===== src/logic/chid_pkg.sv =====
// Constants and carrier types for the record-path channel ID inserter.
// Assumes one pixel clock domain; all users import the whole package.
package chid_pkg;

  localparam int LINE_W = 10;
  localparam int LUMA_W = 11;
  localparam int LINE_BYTES = 4;
  localparam int RUNIN_BITS_DEF = 8;
  localparam int ANA_CORE_BITS = 36;
  localparam logic [5:0] ANA_CORE_MSB = 6'h23;
  localparam int NUM_TYPES = 6;

  localparam logic [2:0] TYPE_AUTO = 3'h0;
  localparam logic [2:0] TYPE_AUTO_RPT = 3'h1;
  localparam logic [2:0] TYPE_DET_LO = 3'h2;
  localparam logic [2:0] TYPE_DET_HI = 3'h3;
  localparam logic [2:0] TYPE_USER_LO = 3'h4;
  localparam logic [2:0] TYPE_USER_HI = 3'h5;
  localparam logic [2:0] TYPE_NONE = 3'h6;

  // Digital ID index map, one nibble per index
  localparam logic [5:0] DIG_AUTO_IDX = 6'h02;
  localparam logic [5:0] DIG_DET_IDX = 6'h0A;
  localparam logic [5:0] DIG_USER_IDX = 6'h1A;
  localparam logic [5:0] DIG_END_IDX = 6'h2A;
  localparam logic [7:0] DIG_DATA_OFS = 8'h50;
  localparam logic [7:0] DIG_VEC_MSB = 8'hA7;
  localparam logic [7:0] START_CODE_DEF = 8'hA5;
  localparam logic [7:0] END_CODE_DEF = 8'hC3;

  localparam logic [7:0] CHROMA_BLANK = 8'h80;
  localparam logic [5:0] DET_STAGE_TOP = 6'h30;

  typedef struct packed {
    logic sof;
    logic sol;
    logic vblank;
    logic luma;
    logic [7:0] data;
  } video_smp_t;

  typedef struct packed {
    logic region_active;
    logic new_event;
    logic analog_switch_flag;
    logic [1:0] cascade_stage;
    logic [1:0] input_path_num;
  } quad_info_t;

  typedef struct packed {
    logic region_active;
    logic new_event;
    logic sequence_unit_sel;
    logic analog_switch_flag;
    logic [1:0] cascade_stage;
    logic [1:0] input_path_num;
  } auto_byte_t;

  typedef struct packed {
    logic signal_loss_flag;
    logic motion_flag;
    logic covered_flag;
    logic dark_flag;
  } det_group_t;

  typedef enum logic [1:0] {
    MODE_IDLE = 2'b00,
    MODE_DIGITAL = 2'b01,
    MODE_ANALOG = 2'b11
  } line_mode_t;

endpackage


===== src/logic/record_channel_id_inserter.sv =====
// Channel ID inserter for the record video stream: builds the ID
// payload and writes it into blanking lines as digital and analog IDs.
// Assumes a BT.656 byte stream on the pixel clock with line/field marks;
// all control inputs come from logic on the same clock.
// Behaviour
// - Payload: eight user, eight detection, four auto
// - Auto bytes ordered LT, RT, LB, RB
// - Auto byte fields at fixed bit positions
// - Region-active bit follows quarter region activity
// - New-event bit marks updated channel picture
// - Four detection bits per channel, two bytes
// - Detection bits: loss, motion, blind, night
// - Four bytes per line, two detection lines
// - Detection bytes ordered by cascade stage
// - Non-realtime format: one line, set A first
// - Separate enables for each analog ID kind
// - Programmable line start and two-pixel start
// - Programmable bit width, high and low levels
// - Line: run-in, four bytes, type, parity
// - Type codes zero to five per line
// - Single even parity bit per line
// - Digital line first, analog lines follow
// - Digital ID in luma of one line
// - Indices 0-63, nibble words offset 50h
// - Index map: start, auto, detection, user, end
// - Digital sequence repeats across active line
`timescale 1ns/1ps
module record_channel_id_inserter
  import chid_pkg::*;
#(
  parameter int RUNIN_BITS = RUNIN_BITS_DEF,
  parameter logic [7:0] START_CODE = START_CODE_DEF,
  parameter logic [7:0] END_CODE = END_CODE_DEF
) (
  input wire logic CLK_I,
  input wire logic NRST_I,
  input wire video_smp_t VID_I,
  input wire logic VID_VALID_I,
  output logic VID_READY_O,
  output video_smp_t VID_O,
  output logic VID_VALID_O,
  input wire logic VID_READY_I,
  input wire quad_info_t [3:0] QUAD_I,
  input wire logic SEQUENCE_UNIT_SEL_I,
  input wire det_group_t [3:0] DET_I,
  input wire logic ANALOG_SWITCH_SEL_I,
  input wire logic [1:0] CASCADE_STAGE_I,
  input wire logic NONREALTIME_DET_FMT_I,
  input wire logic USER_WR_I,
  input wire logic [2:0] USER_ADDR_I,
  input wire logic [7:0] USER_DATA_I,
  input wire logic AUTO_ID_ENABLE_I,
  input wire logic AUTO_REPEAT_ENABLE_I,
  input wire logic DETECT_ID_ENABLE_I,
  input wire logic USER_ID_ENABLE_I,
  input wire logic RUNIN_ENABLE_I,
  input wire logic DIGITAL_ID_ENABLE_I,
  input wire logic [7:0] ID_LINE_OFFSET_I,
  input wire logic [7:0] ID_PIXEL_OFFSET_I,
  input wire logic [7:0] BIT_PIXEL_WIDTH_I,
  input wire logic [7:0] BIT_HIGH_LEVEL_I,
  input wire logic [7:0] BIT_LOW_LEVEL_I,
  output logic ID_ACTIVE_O
);

  function automatic logic [2:0] next_type(input logic [5:0] en, input logic [2:0] from);
    logic [2:0] r;
    r = TYPE_NONE;
    for (int i = NUM_TYPES - 1; i >= 0; i--) begin
      if (en[i] && (3'(i) >= from)) begin
        r = 3'(i);
      end
    end
    return r;
  endfunction

  // Payload storage and assembly
  logic [7:0] user_mem_r [8];
  logic [15:0] set_a_r;
  logic [15:0] set_b_r;
  auto_byte_t [3:0] auto_b;
  wire [31:0] auto_word;
  wire [15:0] own_det;
  wire [63:0] det_word;
  wire [63:0] user_word;

  always_ff @(posedge CLK_I) begin
    if (!NRST_I) begin
      for (int i = 0; i < 8; i++) begin
        user_mem_r[i] <= 8'h00;
      end
    end else if (USER_WR_I) begin
      user_mem_r[USER_ADDR_I] <= USER_DATA_I;
    end
  end

  assign user_word = {user_mem_r[0], user_mem_r[1], user_mem_r[2], user_mem_r[3],
                      user_mem_r[4], user_mem_r[5], user_mem_r[6], user_mem_r[7]};

  generate
    for (genvar q = 0; q < 4; q++) begin : g_auto
      assign auto_b[q].region_active = QUAD_I[q].region_active;
      assign auto_b[q].new_event = QUAD_I[q].new_event;
      assign auto_b[q].sequence_unit_sel = SEQUENCE_UNIT_SEL_I;
      assign auto_b[q].analog_switch_flag = QUAD_I[q].analog_switch_flag;
      assign auto_b[q].cascade_stage = QUAD_I[q].cascade_stage;
      assign auto_b[q].input_path_num = QUAD_I[q].input_path_num;
    end
  endgenerate

  // Quadrant 0 is left top and leaves first
  assign auto_word = {auto_b[0], auto_b[1], auto_b[2], auto_b[3]};

  // Channel 0 in the high nibble of the first byte
  assign own_det = {DET_I[0], DET_I[1], DET_I[2], DET_I[3]};

  // Both analog-switch sets are held so one line can carry eight channels
  always_ff @(posedge CLK_I) begin
    if (!NRST_I) begin
      set_a_r <= 16'h0000;
      set_b_r <= 16'h0000;
    end else if (ANALOG_SWITCH_SEL_I) begin
      set_b_r <= own_det;
    end else begin
      set_a_r <= own_det;
    end
  end

  // Other stages' bytes stay zero: cascade data is not merged here
  assign det_word = NONREALTIME_DET_FMT_I ? {set_a_r, set_b_r, 32'h0000_0000}
                  : ({48'h0, own_det} << (DET_STAGE_TOP - {CASCADE_STAGE_I, 4'h0}));

  // Line sequencing
  line_mode_t mode_r;
  line_mode_t mode_nxt;
  logic [LINE_W-1:0] line_cnt_r;
  logic [2:0] tnext_r;
  logic [2:0] ana_type_r;
  logic [LUMA_W-1:0] luma_cnt_r;
  logic [6:0] dig_cnt_r;
  logic [7:0] bit_idx_r;
  logic [7:0] pix_in_bit_r;
  logic id_active_r;

  wire vin_fire;
  wire [LINE_W-1:0] new_line = VID_I.sof ? '0 : line_cnt_r + LINE_W'(1);
  wire [LINE_W-1:0] id_base = LINE_W'(ID_LINE_OFFSET_I);
  wire [LINE_W-1:0] ana_first = id_base + LINE_W'(DIGITAL_ID_ENABLE_I);
  wire [2:0] tfrom = VID_I.sof ? TYPE_AUTO : tnext_r;
  wire det_two = DETECT_ID_ENABLE_I & ~NONREALTIME_DET_FMT_I;
  wire [5:0] type_en = {USER_ID_ENABLE_I, USER_ID_ENABLE_I, det_two, DETECT_ID_ENABLE_I,
                        AUTO_ID_ENABLE_I & AUTO_REPEAT_ENABLE_I, AUTO_ID_ENABLE_I};
  wire [2:0] found = next_type(type_en, tfrom);
  wire dig_here = DIGITAL_ID_ENABLE_I && (new_line == id_base);
  wire ana_here = (new_line >= ana_first) && (found != TYPE_NONE);

  assign mode_nxt = !VID_I.vblank ? MODE_IDLE
                  : dig_here ? MODE_DIGITAL
                  : ana_here ? MODE_ANALOG : MODE_IDLE;

  wire line_start = vin_fire & VID_I.sol;

  always_ff @(posedge CLK_I) begin
    if (!NRST_I) begin
      mode_r <= MODE_IDLE;
      line_cnt_r <= '0;
      id_active_r <= 1'b0;
    end else if (line_start) begin
      mode_r <= mode_nxt;
      line_cnt_r <= new_line;
      id_active_r <= (mode_nxt != MODE_IDLE);
    end
  end

  // Pending type restarts at each field so every field carries the full set
  always_ff @(posedge CLK_I) begin
    if (!NRST_I) begin
      tnext_r <= TYPE_AUTO;
      ana_type_r <= TYPE_AUTO;
    end else if (line_start && (mode_nxt == MODE_ANALOG)) begin
      ana_type_r <= found;
      tnext_r <= found + 3'h1;
    end else if (line_start) begin
      tnext_r <= tfrom;
    end
  end

  // Analog waveform
  wire [31:0] line_word = (ana_type_r == TYPE_AUTO || ana_type_r == TYPE_AUTO_RPT) ? auto_word
                        : (ana_type_r == TYPE_DET_LO) ? det_word[63:32]
                        : (ana_type_r == TYPE_DET_HI) ? det_word[31:0]
                        : (ana_type_r == TYPE_USER_LO) ? user_word[63:32]
                        : user_word[31:0];
  wire parity = ^{line_word, ana_type_r};
  wire [ANA_CORE_BITS-1:0] ana_core = {line_word, ana_type_r, parity};
  wire [7:0] runin_len = RUNIN_ENABLE_I ? 8'(RUNIN_BITS) : 8'h00;
  wire [7:0] ana_len = runin_len + 8'(ANA_CORE_BITS);
  wire [7:0] core_pos = bit_idx_r - runin_len;
  wire ana_bit = (bit_idx_r < runin_len) ? ~bit_idx_r[0]
               : ana_core[ANA_CORE_MSB - core_pos[5:0]];
  wire [LUMA_W-1:0] hstart = LUMA_W'({ID_PIXEL_OFFSET_I, 1'b0});
  wire ana_on = (mode_r == MODE_ANALOG) && (luma_cnt_r >= hstart) && (bit_idx_r < ana_len);
  // Width zero behaves as one pixel per bit
  wire pix_last = ({1'b0, pix_in_bit_r} + 9'h001) >= {1'b0, BIT_PIXEL_WIDTH_I};
  wire [7:0] ana_level = ana_bit ? BIT_HIGH_LEVEL_I : BIT_LOW_LEVEL_I;

  // Digital words: index word then nibble word, 128 words per pass
  wire [5:0] dig_idx = dig_cnt_r[6:1];
  wire [167:0] dig_vec = {START_CODE, auto_word, det_word, user_word};
  wire [3:0] pay_nib = dig_vec[DIG_VEC_MSB - {dig_idx, 2'b00} -: 4];
  wire [3:0] end_nib = dig_idx[0] ? END_CODE[3:0] : END_CODE[7:4];
  wire [3:0] dig_nib = (dig_idx >= DIG_END_IDX) ? end_nib : pay_nib;
  wire [7:0] dig_word = dig_cnt_r[0] ? (DIG_DATA_OFS + {4'h0, dig_nib})
                      : {2'b00, dig_idx};

  wire is_luma = VID_I.luma & ~VID_I.sol;
  wire dig_sub = is_luma && (mode_r == MODE_DIGITAL);
  wire ana_sub = ~VID_I.sol && ana_on;
  video_smp_t xs;
  assign xs.sof = VID_I.sof;
  assign xs.sol = VID_I.sol;
  assign xs.vblank = VID_I.vblank;
  assign xs.luma = VID_I.luma;
  assign xs.data = dig_sub ? dig_word
                 : (ana_sub && VID_I.luma) ? ana_level
                 : ana_sub ? CHROMA_BLANK : VID_I.data;

  // Luma position since line start; restarts on every accepted line start
  always_ff @(posedge CLK_I) begin
    if (!NRST_I || line_start) begin
      luma_cnt_r <= '0;
    end else if (vin_fire && is_luma) begin
      luma_cnt_r <= luma_cnt_r + LUMA_W'(1);
    end
  end

  // Wraps every 128 luma words so the digital pass repeats along the line
  always_ff @(posedge CLK_I) begin
    if (!NRST_I || line_start) begin
      dig_cnt_r <= 7'h00;
    end else if (vin_fire && is_luma && (mode_r == MODE_DIGITAL)) begin
      dig_cnt_r <= dig_cnt_r + 7'h01;
    end
  end

  // Bits advance only on luma; chroma inside the span is blanked
  wire bit_step = vin_fire && is_luma && ana_on;

  always_ff @(posedge CLK_I) begin
    if (!NRST_I || line_start) begin
      bit_idx_r <= 8'h00;
      pix_in_bit_r <= 8'h00;
    end else if (bit_step) begin
      pix_in_bit_r <= pix_last ? 8'h00 : pix_in_bit_r + 8'h01;
      bit_idx_r <= pix_last ? bit_idx_r + 8'h01 : bit_idx_r;
    end
  end

  // Two-entry skid buffer; outputs and ready straight from flops
  video_smp_t out_r;
  video_smp_t skid_r;
  logic out_vld_r;
  logic skid_vld_r;
  logic ready_r;
  assign vin_fire = VID_VALID_I & ready_r;
  wire drain = ~out_vld_r | VID_READY_I;
  wire skid_vld_nxt = drain ? 1'b0 : (skid_vld_r | vin_fire);
  wire out_vld_nxt = drain ? (skid_vld_r | vin_fire) : 1'b1;

  // Ready from a flop: the skid entry absorbs the word taken while it falls
  always_ff @(posedge CLK_I) begin
    if (!NRST_I) begin
      out_vld_r <= 1'b0;
      skid_vld_r <= 1'b0;
      ready_r <= 1'b1;
    end else begin
      out_vld_r <= out_vld_nxt;
      skid_vld_r <= skid_vld_nxt;
      ready_r <= ~skid_vld_nxt;
    end
  end

  // Skid is never full while input is taken, so no word is dropped here
  always_ff @(posedge CLK_I) begin
    if (!NRST_I) begin
      out_r <= '0;
      skid_r <= '0;
    end else if (drain) begin
      out_r <= skid_vld_r ? skid_r : xs;
    end else if (vin_fire) begin
      skid_r <= xs;
    end
  end

  assign VID_O = out_r;
  assign VID_VALID_O = out_vld_r;
  assign VID_READY_O = ready_r;
  assign ID_ACTIVE_O = id_active_r;

endmodule // record_channel_id_inserter


===== config.mk =====
export PLATFORM = sky130hd
export DESIGN_NAME = record_channel_id_inserter
export DESIGN_NICKNAME = d
export VERILOG_FILES = /design/src/logic/chid_pkg.sv /design/src/logic/record_channel_id_inserter.sv
export SDC_FILE = /design/constraint.sdc
export NUM_CORES = 1
export LEC_CHECK = 0
export BUFFER_PORTS_ARGS = -buffer_cell sky130_fd_sc_hd__buf_2
export CORE_MARGIN = 2
export CORE_UTILIZATION = 30
export CTS_CLUSTER_DIAMETER = 120
export DETAILED_ROUTE_END_ITERATION = 16
export MAX_ROUTING_LAYER = met4
export PLACE_DENSITY = 0.59
export SYNTH_ARGS = -nofsm -noshare
export SYNTH_HDL_FRONTEND = slang
export SYNTH_SLANG_ARGS = --single-unit

===== constraint.sdc =====
create_clock -name CLK_I -period 4.3 [get_ports CLK_I]
set_clock_uncertainty 0.2 [all_clocks]
set_input_delay 0.43 -clock CLK_I [delete_from_list [all_inputs] [get_ports CLK_I]]
set_output_delay 0.43 -clock CLK_I [all_outputs]
set_load 0.02 [all_outputs]

Word-level counts from Yosys, hierarchy flattened
Memories as Yosys holds them, arrays and structs flattened.
Cells that the tools add are included.
{"block": "op_classes", "reduce_logical": 27, "mux": 40, "n_lt_le_gt_ge": 13, "shifts": 2, "n_eq_ne": 9, "n_addsub": 14, "bitwise": 13}
{"op": "$shiftx A171 B9 Y4", "count": 1}
{"op": "$mux W32", "count": 4}
{"op": "$mux W64", "count": 1}
{"op": "$shl A16 B6 Y64", "count": 1}
{"op": "$mux W8", "count": 7}
{"op": "$reduce_xor A35 Y1", "count": 1}
{"op": "$mux W3", "count": 9}
{"op": "$logic_and A1 B1 Y1", "count": 17}
{"op": "$add A8 B1 Y8 const B", "count": 2}
{"op": "$mux W12", "count": 1}
{"op": "$mux W4", "count": 3}
{"op": "$sub A6 B6 Y6 const A", "count": 2}
{"op": "$add A11 B1 Y11 const B", "count": 1}
{"op": "$ge A11 B9 Y1", "count": 1}
{"op": "$add A10 B1 Y10 const B", "count": 1}
{"op": "$eq A10 B8 Y1", "count": 1}
{"op": "$ge A10 B9 Y1", "count": 1}
{"op": "$mux W10", "count": 1}
{"op": "$add A8 B1 Y9", "count": 1}
{"op": "$add A8 B1 Y9 const B", "count": 1}
{"op": "$ge A9 B8 Y1", "count": 1}
{"op": "$mux W1", "count": 9}
{"op": "$add A7 B4 Y8 const A", "count": 1}
{"op": "$lt A8 B4 Y1", "count": 1}
{"op": "28 further kinds", "count": 49}
{"block": "word_totals", "out_inout_bits": 15, "input_bits": 123, "regBits": 112, "ramBits": 64, "memories": 1}
{"memory": "user_mem_r", "words": 8, "width": 8, "rd": 8, "rd_clocked_by_memory_dff": 0, "wr": 8, "line_no": "record_channel_id_inserter.sv:78", "rtl": "logic [7:0] user_mem_r [8];"}

Depth between registers and ports, before layout
Gate-level depths: netlist of run 1.
{"block": "logic_depth", "ltp_word": 17, "depth_mapped": 19, "ltp_nobuf": 17}

Least setup slack after synthesis of run 1
Ideal clock, no wire load.
{"block": "synth_timing", "kind": "register to register", "startpoint": "reg ana_type_r[1]", "endpoint": "reg out_r, in the netlist VID_O[7]", "stages_incl_launch_ff": 17, "path_slack_ps": -50, "required_ps": 3979, "setup_time_ps": 121, "t_arrival_ps": 4029, "path_buffers": 3, "cell_sequence": "dfxtp_1 buf_2 inv_1 ha_1 buf_4 buf_2 mux2_2 a221o_1 xnor3_1 xnor2_1 xnor3_1 o41ai_2 a221oi_4 mux2_4 o2111a_1 nand2_1 nand3_1"}
{"block": "synth_between", "elab_chain_len": 13, "word_cells_on_any_way": 18, "cone_classes": "eq/ne: 4; mux: 11; reduce/logical: 3"}
{"element": "start, declared", "line_no": "record_channel_id_inserter.sv:138", "rtl": "logic [2:0] ana_type_r;"}
{"element": "start signal, assigned", "line_no": "record_channel_id_inserter.sv:181", "rtl": "ana_type_r <= found;"}
{"element": "$eq A3 B3 Y1", "line_no": "record_channel_id_inserter.sv:192", "rtl": ": (ana_type_r == TYPE_USER_LO) ? user_word[63:32]"}
{"element": "$mux W32", "line_no": "record_channel_id_inserter.sv:192"}
{"element": "$mux W32", "line_no": "record_channel_id_inserter.sv:191", "rtl": ": (ana_type_r == TYPE_DET_HI) ? det_word[31:0]"}
{"element": "$mux W32", "line_no": "record_channel_id_inserter.sv:190", "rtl": ": (ana_type_r == TYPE_DET_LO) ? det_word[63:32]"}
{"element": "$mux W32", "line_no": "record_channel_id_inserter.sv:189", "rtl": "wire [31:0] line_word = (ana_type_r == TYPE_AUTO || ana_type_r == TYPE_AUTO_RPT) ? auto_word"}
{"element": "$reduce_xor A35 Y1", "line_no": "record_channel_id_inserter.sv:194", "rtl": "wire parity = ^{line_word, ana_type_r};"}
{"element": "$bmux W1 S6 *", "line_no": "record_channel_id_inserter.sv:200", "rtl": ": ana_core[ANA_CORE_MSB - core_pos[5:0]];"}
{"element": "$mux W1 (not written as such) *", "line_no": "record_channel_id_inserter.sv:200"}
{"element": "$mux W1 *", "line_no": "record_channel_id_inserter.sv:199", "rtl": "wire ana_bit = (bit_idx_r < runin_len) ? ~bit_idx_r[0]"}
{"element": "$mux W8 *", "line_no": "record_channel_id_inserter.sv:205", "rtl": "wire [7:0] ana_level = ana_bit ? BIT_HIGH_LEVEL_I : BIT_LOW_LEVEL_I;"}
{"element": "$mux W8 *", "line_no": "record_channel_id_inserter.sv:225", "rtl": ": (ana_sub && VID_I.luma) ? ana_level"}
{"element": "$mux W8 *", "line_no": "record_channel_id_inserter.sv:224", "rtl": "assign xs.data = dig_sub ? dig_word"}
{"element": "$mux W12 *", "line_no": "record_channel_id_inserter.sv:289", "rtl": "out_r <= skid_vld_r ? skid_r : xs;"}
{"element": "end signal, assigned", "line_no": "record_channel_id_inserter.sv:289"}
{"element": "end, declared", "line_no": "record_channel_id_inserter.sv:260", "rtl": "video_smp_t out_r;"}
Mark *: on every way between the ends. The rest lies on a longest branch, timed or not. The select of a mux whose other input is x is not followed.
A chain may end at the register's enable or synchronous reset.

Worst setup path after layout of run 1
{"block": "layout_timing", "startpoint": "reg ana_type_r[0]", "endpoint": "reg out_r, in the netlist VID_O[7]"}
Same word-level chain as after synthesis.

==> out/metrics.cfg, run 1 <==
[status]
status = finished with violations
failed_checks = negative setup slack

[route]
dr.pass1.iters = 5
vias = 11800
routedWlPerCell_um = 21.6
routed_wl_um = 47100
detail-route-antenna-nets = 0
via_per_inst = 5.41
first_iter_violations = 1053
drc_errors = 0

[power]
power.leakage_nw = 6.59
power_frac_comb_pct = 17.4
intPower_w = 0.00293
switching_share_pct = 28.2
vdd_drop_max_uv = 212
seqPwrFrac_pct = 45.6
power_switching_w = 0.00115
p_clk_share_pct = 37.0
powerDensity_nw_per_um2 = 257

[logic_synthesis]
synth.yosys.seq_area_share_pct = 32.3
synth_compound_area_share_pct = 19.6
synthesis.area_um2 = 12900
syn_nets = 1568
synthAdderAreaFrac_pct = 4.33
synth_top_family_by_area = simple AND/OR/NAND/NOR gates
synthCells = 1401
yosys.area_share.simple_pct = 20.0
yosys_warnings = 0
synth_xor_area_share_pct = 5.84
async_reset_ff_share_pct = 0
synth_edf_count = 64
ys_types = 87
synth.area.mux_share_pct = 13.0
yosys_register_bits = 176
syn_area_per_cell_um2 = 9.19
ys.flop_type = dfxtp_1

[sta]
hold_viol = 0
min_period_ns = 4.50
fmax_mhz = 222
tightest_slew_ns = 1.18
setup_viol = 15
holdWs_ns = 0.0663
fin_crit_sh_pct = 105
max_slew_margin_pct = 20.2
rsz0062_at_grt = yes
drv_slew = 0
timing.final.ws_setup_ns = -0.202

[grt]
grt_use_total_pct = 21.8
grt-busiest-layer = met2
grt_pass1_vias = 11400
grt_pass1_wl_um = 70900
antenna_found_initial = 4
groute.layer.met3.usage_pct = 4.24
gr-total-overflow = 0
grt_use_met2_pct = 33.0
grt_max_degree = 92
grtUsageMet1_pct = 29.9

[finish]
synthToLayoutAreaGrowth_pct = 23.5
drive_above_1_share_pct = 26.6
multi_input_area_um2 = 8300
nets = 1794
regArea_um2 = 4170
most-common-layout-cells = buf_4, buf_2, dfxtp_1
n_fill_cell = 4231
final_common_cell = buf_4
stdcell_count = 2183

[worst_setup_path]
critPathRequiredTime_ns = 4.44
cp-end-kind = flop
start_kind = flop
critical_path_class = flop to flop
cp.arrival_ns = 4.65
crit_fanout = 8

[floorplanning]
die_height_um = 211
core_area_um2 = 42100
dieArea_um2 = 44600
placementRows = 75
fp.dieW_um = 211
start_util_pct = 30.6
ios = 138

[hold_path]
hold_path_class = input port to flop

[clock_network]
cts_hold_buffers = 0
numCtsBuffers = 17
cts.sinks = 176
path_clk_slew_ns = 0.07
clk_latency_ns = 0.47
cts_tree = yes
clockBufferDepth = 2
h-tree-depth = 4
cts_root_buf = clkbuf_16

[placed_design]
gp_congestion = 1.01
dp_hpwl_um = 37300
numPortBuffers = 137
place_inst = 2140

[job]
drv_cap = 0

==> registers in the layout, summed over array words and instances (netlist names), 7 cells and up <==
register	flops
dig_cnt_r	7
set_a_r	16
set_b_r	16
pix_in_bit_r	8
VID_O	12
bit_idx_r	8
user_mem_r	64
luma_cnt_r	11
skid_r	12
line_cnt_r	10
==> cell usage after synthesis, types with 17 or more instances <==
library cell | number | area share [%]
dfxtp_1 | 112 | 17
nand2_1 | 107 | 3.1
nor2_1 | 86 | 2.5
and2_1 | 79 | 3.8
a21oi_1 | 74 | 2.9
mux2i_1 | 73 | 5.7
edfxtp_1 | 64 | 15
nor2b_1 | 62 | 3.0
o21ai_0 | 56 | 2.2
clkbuf_1 | 54 | 1.6
inv_1 | 44 | 1.3
ha_1 | 43 | 4.2
a22oi_1 | 42 | 2.4
nand3_1 | 38 | 1.5
mux4_2 | 36 | 6.3
xor2_1 | 36 | 2.4
xnor2_1 | 29 | 2.0
nand2b_1 | 25 | 1.2
a21boi_0 | 20 | 1.2
a211oi_1 | 19 | 1.1
o211ai_1 | 19 | 1.1
buf_2 | 18 | 0.70
nor3_1 | 18 | 0.70
and3_1 | 17 | 0.83
==> layout make-up <==
cell class,instances,share of cell area (%)
inverters,49,1.17
clock buffers,19,2.72
well taps,539,4.24
multi-input cells,1082,52.2
flip-flops and latches,176,26.2
diodes,4,0.0629
repair buffers,301,12.6
clock inverters,13,0.716
==> cell families (layout without fill, tap and decap cells) <==
logic type / Yosys count / after routing
buffers and inverters: 143 / 382
DFF: 176 / 176
xor gates and xnor gates: 73 / 73
muxes: 119 / 119
AOI/OAI and AO/OA: 359 / 359
adders and majority gates: 44 / 44
other: 0 / 4
and+or+nand+nor: 487 / 487
==> critical path, cell delays in order (launching register included) <==
cell and delay, ns:
dfxtp_4 0.36, buf_6 0.12, inv_4 0.05, buf_6 0.09, ha_4 0.24, buf_4 0.16, buf_4 0.13, mux2i_1 0.18
nand2_1 0.13, a22o_1 0.24, a22oi_2 0.22, xor2_1 0.13, xnor2_1 0.32, xnor2_2 0.17, xnor3_1 0.38, o41ai_4 0.28
a221oi_4 0.11, buf_12 0.19, mux2_4 0.29, o2111a_1 0.25, nand2_1 0.07, nand3_1 0.07
==> per-layer routing <==
metal | wire length (um) | part of all wire, %
met5 | 0 | 0
met4 | 913 | 1.9
met3 | 2750 | 5.8
met2 | 21200 | 45
met1 | 22300 | 47
==> final timing paths <==
kind,to,from,depth (start not counted),slack [ns]
worst max-delay path,VID_O[7]$_SDFFE_PN0N_,ana_type_r[0]$_SDFFE_PN0N_,21,-0.20
worst min register to register,VID_O[1]$_SDFFE_PN0N_,VID_O[1]$_SDFFE_PN0N_,2,0.26
worst min-delay path,skid_r[9]$_SDFFE_PN0P_,VID_I[9],3,0.07
worst max register to register,VID_O[7]$_SDFFE_PN0N_,ana_type_r[0]$_SDFFE_PN0N_,21,-0.20
==> per-stage QoR <==
step / worst slack, ns / TNS [ns] / total power (W) / instance area (um^2) / utilization (%)
floorplan: 0.0283 / 0 / 0.00226 / 12900 / -
global placement: -0.393 / -4.76 / 0.00257 / 15000 / 35.7
detailed placement: -0.389 / -4.81 / 0.00257 / 15000 / 35.7
CTS: -0.152 / -0.878 / 0.00411 / 15800 / 37.5
global route: -0.342 / -4.21 / 0.00425 / 15900 / 37.7
finish: -0.202 / -1.49 / 0.00408 / 15900 / 37.7
==> power groups by stage <==
stage	clock network [W]	registers (W)	logic [W]
floorplan	0	0.00187	0.000389
global placement	0	0.00189	0.000675
detailed placement	0	0.00190	0.000675
CTS	0.00155	0.00186	0.000699
global route	0.00162	0.00187	0.000764
finish	0.00151	0.00186	0.000711
==> timing repair <==
| item | CTS | global route |
|---|---|---|
| setup buffers | 6 | 1 |
| resized for setup | 42 | 20 |
| pin swaps | 8 | 15 |
| setup endpoints to repair | 16 | 16 |
Note: power is estimated with default switching activity, not from simulation.
==> run 2: changes to the inputs <==
Settings changed: CORE_ASPECT_RATIO set to 0.8, SETUP_SLACK_MARGIN set to 0.5.
==> out/metrics.cfg, run 2 (synthesized netlist as in run 1, its figures left out) <==
[status]
failed_checks = negative setup slack
status = finished with violations

[clock_network]
cts_hold_buffers = 0  ; unchanged
clockBufferDepth = 2  ; unchanged
h-tree-depth = 4  ; unchanged
clk_latency_ns = 0.46  ; about the same
cts_root_buf = clkbuf_16
cts.sinks = 176  ; unchanged
cts_tree = yes
path_clk_slew_ns = 0.07  ; about the same
numCtsBuffers = 17  ; unchanged

[finish]
n_fill_cell = 4284  ; +1.3%
drive_above_1_share_pct = 26.8  ; +0.24 points
most-common-layout-cells = buf_4, buf_2, dfxtp_1
largest-register = user_mem_r
final_common_cell = buf_4
synthToLayoutAreaGrowth_pct = 23.7
largest_reg_flops = 64  ; unchanged
stdcell_count = 2199  ; +0.73%
nets = 1798  ; +0.22%
top_regs = user_mem_r x64, set_a_r x16, set_b_r x16

[worst_setup_path]
slowest_stage = xnor3_1
cp.arrival_ns = 4.56  ; -0.09 ns
cp-end-kind = flop
crit_start = ana_type_r[1]$_SDFFE_PN0N_
critical_path_class = flop to flop
endpoint = VID_O[0]$_SDFFE_PN0N_
cp_common_cell = xnor3_1
reg2reg_to = VID_O[0]$_SDFFE_PN0N_
start_kind = flop
crit_fanout = 8  ; unchanged
critPathRequiredTime_ns = 4.45  ; about the same
r2r-start = ana_type_r[1]$_SDFFE_PN0N_
r2r_setup_slack_ns = -0.11  ; +0.09 ns
crit_chain = buf_6 > inv_4 > ha_4 > buf_12 > mux2_4 > a22oi_2 > o31a_1 > xor2_2 > xnor3_1 > xor3_1 > xnor3_1 > xnor3_1 > o41ai_4 > a221oi_4 > buf_12 > buf_4 > mux2i_4 > o21ai_1 > o221a_2
critical-path-max-stage-delay_ns = 0.42  ; +0.04 ns
r2r.worst_path.cells = 19  ; -9.5%

[floorplanning]
dieArea_um2 = 44600  ; about the same
start_util_pct = 30.6  ; +0.037 points
core_area_um2 = 42100  ; -0.12%
ios = 138  ; unchanged
placementRows = 67  ; -11%
die_height_um = 189  ; -10%
fp.dieW_um = 236  ; +12%

[power]
power.leakage_nw = 6.56  ; -0.58%
powerDensity_nw_per_um2 = 258  ; +0.50%
vdd_drop_max_uv = 274  ; +29%
total_power_w = 0.00411  ; +0.68%

[sta]
min_period_ns = 4.41  ; -0.0945 ns
hold_viol = 0  ; unchanged
tightest_slew_ns = 1.33  ; +0.146 ns
rsz0062_at_grt = yes
timing.final.ws_setup_ns = -0.107  ; +0.0945 ns
fin_crit_sh_pct = 102  ; -2.2 points
fmax_mhz = 227  ; +2.1%
setup_viol = 14  ; -1
drv_slew = 0  ; unchanged
max_slew_margin_pct = 11.1  ; -9.1 points

[grt]
grt_pass1_vias = 11400  ; -0.15%
grt_max_degree = 54  ; -41%
antenna_found_initial = 3  ; -1
grt_pass1_wl_um = 71000  ; about the same
gr-total-overflow = 0  ; unchanged
grt_use_total_pct = 21.7  ; -0.11 points

[route]
detail-route-antenna-nets = 0  ; unchanged
drc_errors = 0  ; unchanged
dr.pass1.iters = 5  ; unchanged
via_per_inst = 5.40  ; -0.11%
vias = 11900  ; +0.62%
first_iter_violations = 1055  ; +0.19%
routed_wl_um = 47200  ; +0.22%
routedWlPerCell_um = 21.5  ; -0.51%

[placed_design]
dp_hpwl_um = 37600  ; +0.71%
place_inst = 2150  ; +0.47%
gp_congestion = 1.01  ; about the same
numPortBuffers = 137  ; unchanged

[job]
drv_cap = 0  ; unchanged

[hold_path]
hold_path_class = input port to flop

## run 2: changes by cell type in the layout (fill, tap and decap cells not counted), sizes merged
cell      previous run  this run
clkbuf              19        17
buf                301       305
clkinv              11         9
inv                 49        51
clkinvlp             1         3
diode                4         3
## run 2: worst max-delay path: cells and delay by family, from the launching register on
family / cells / cell delay (ns)
muxes: 2 / 0.52
DFF: 1 / 0.36
adders and majority gates: 1 / 0.19
xor gates and xnor gates: 5 / 1.35
AOI/OAI and AO/OA: 6 / 1.06
buffers and inverters: 5 / 0.62
## run 2: repair_timing
action / 4_1_cts / 5_1_grt
endpoints found under the setup margin: 20 / 27
setup buffers: 5 / 9
pin swaps: 11 / 11
resized for setup: 20 / 24
## run 2: where the power goes
| part | leakage, nW | switching, W | internal (W) |
|---|---|---|---|
| sequential | 1.53 | 0.0000650 | 0.00180 |
| combinational | 4.76 | 0.000384 | 0.000339 |
| clock | 0.268 | 0.000725 | 0.000802 |
| total | 6.56 | 0.00117 | 0.00294 |
## run 2: cell type report
type	instances	area, um^2	share of cell area, %
Multi-Input combinational cell	1082	8290	52.0
Sequential cell	176	4170	26.2
Timing Repair Buffer	305	2030	12.8
Tap cell	552	691	4.34
Clock buffer	17	425	2.67
Inverter	49	186	1.17
Clock inverter	15	133	0.833
Antenna cell	3	7.51	0.0471
## run 2: how the worst min path moves through the flow
stage                                       from                endpoint  slack, ns  depth (start not counted)
after floorplan           skid_r[7]$_SDFFE_PN0P_  skid_r[7]$_SDFFE_PN0P_       0.23                          2
after global placement     VID_O[1]$_SDFFE_PN0N_   VID_O[1]$_SDFFE_PN0N_       0.24                          2
after detailed placement  skid_r[7]$_SDFFE_PN0P_  skid_r[7]$_SDFFE_PN0P_       0.25                          2
after CTS                               VID_I[9]  skid_r[9]$_SDFFE_PN0P_       0.02                          3
after global routing                    VID_I[9]  skid_r[9]$_SDFFE_PN0P_       0.06                          3
final                                   VID_I[9]  skid_r[9]$_SDFFE_PN0P_       0.06                          3
## run 2: routing by layer
metal / track usage [%] / vias to the layer above / wire, um
li1: - / 5624 / -
met1: 29.6 / 5756 / 22200
met2: 30.7 / 419 / 20000
met3: 6.01 / 79 / 3670
met4: 7.47 / 0 / 1320
met5: - / - / 0
## run 2: stage by stage
stage / area (um^2) / TNS (ns) / hold WS [ns] / utilization (%) / worst slack (ns)
6_report: 15900 / -0.647 / 0.0581 / 37.9 / -0.107
5_1_grt: 15900 / -3.66 / 0.0588 / 37.9 / -0.291
4_1_cts: 15700 / -0.741 / 0.0191 / 37.4 / -0.116
3_5_place_dp: 15100 / -5.25 / 0.249 / 35.8 / -0.440
3_3_place_gp: 15100 / -5.46 / 0.242 / 35.8 / -0.468
2_1_floorplan: 12900 / 0 / 0.234 / - / 0.127
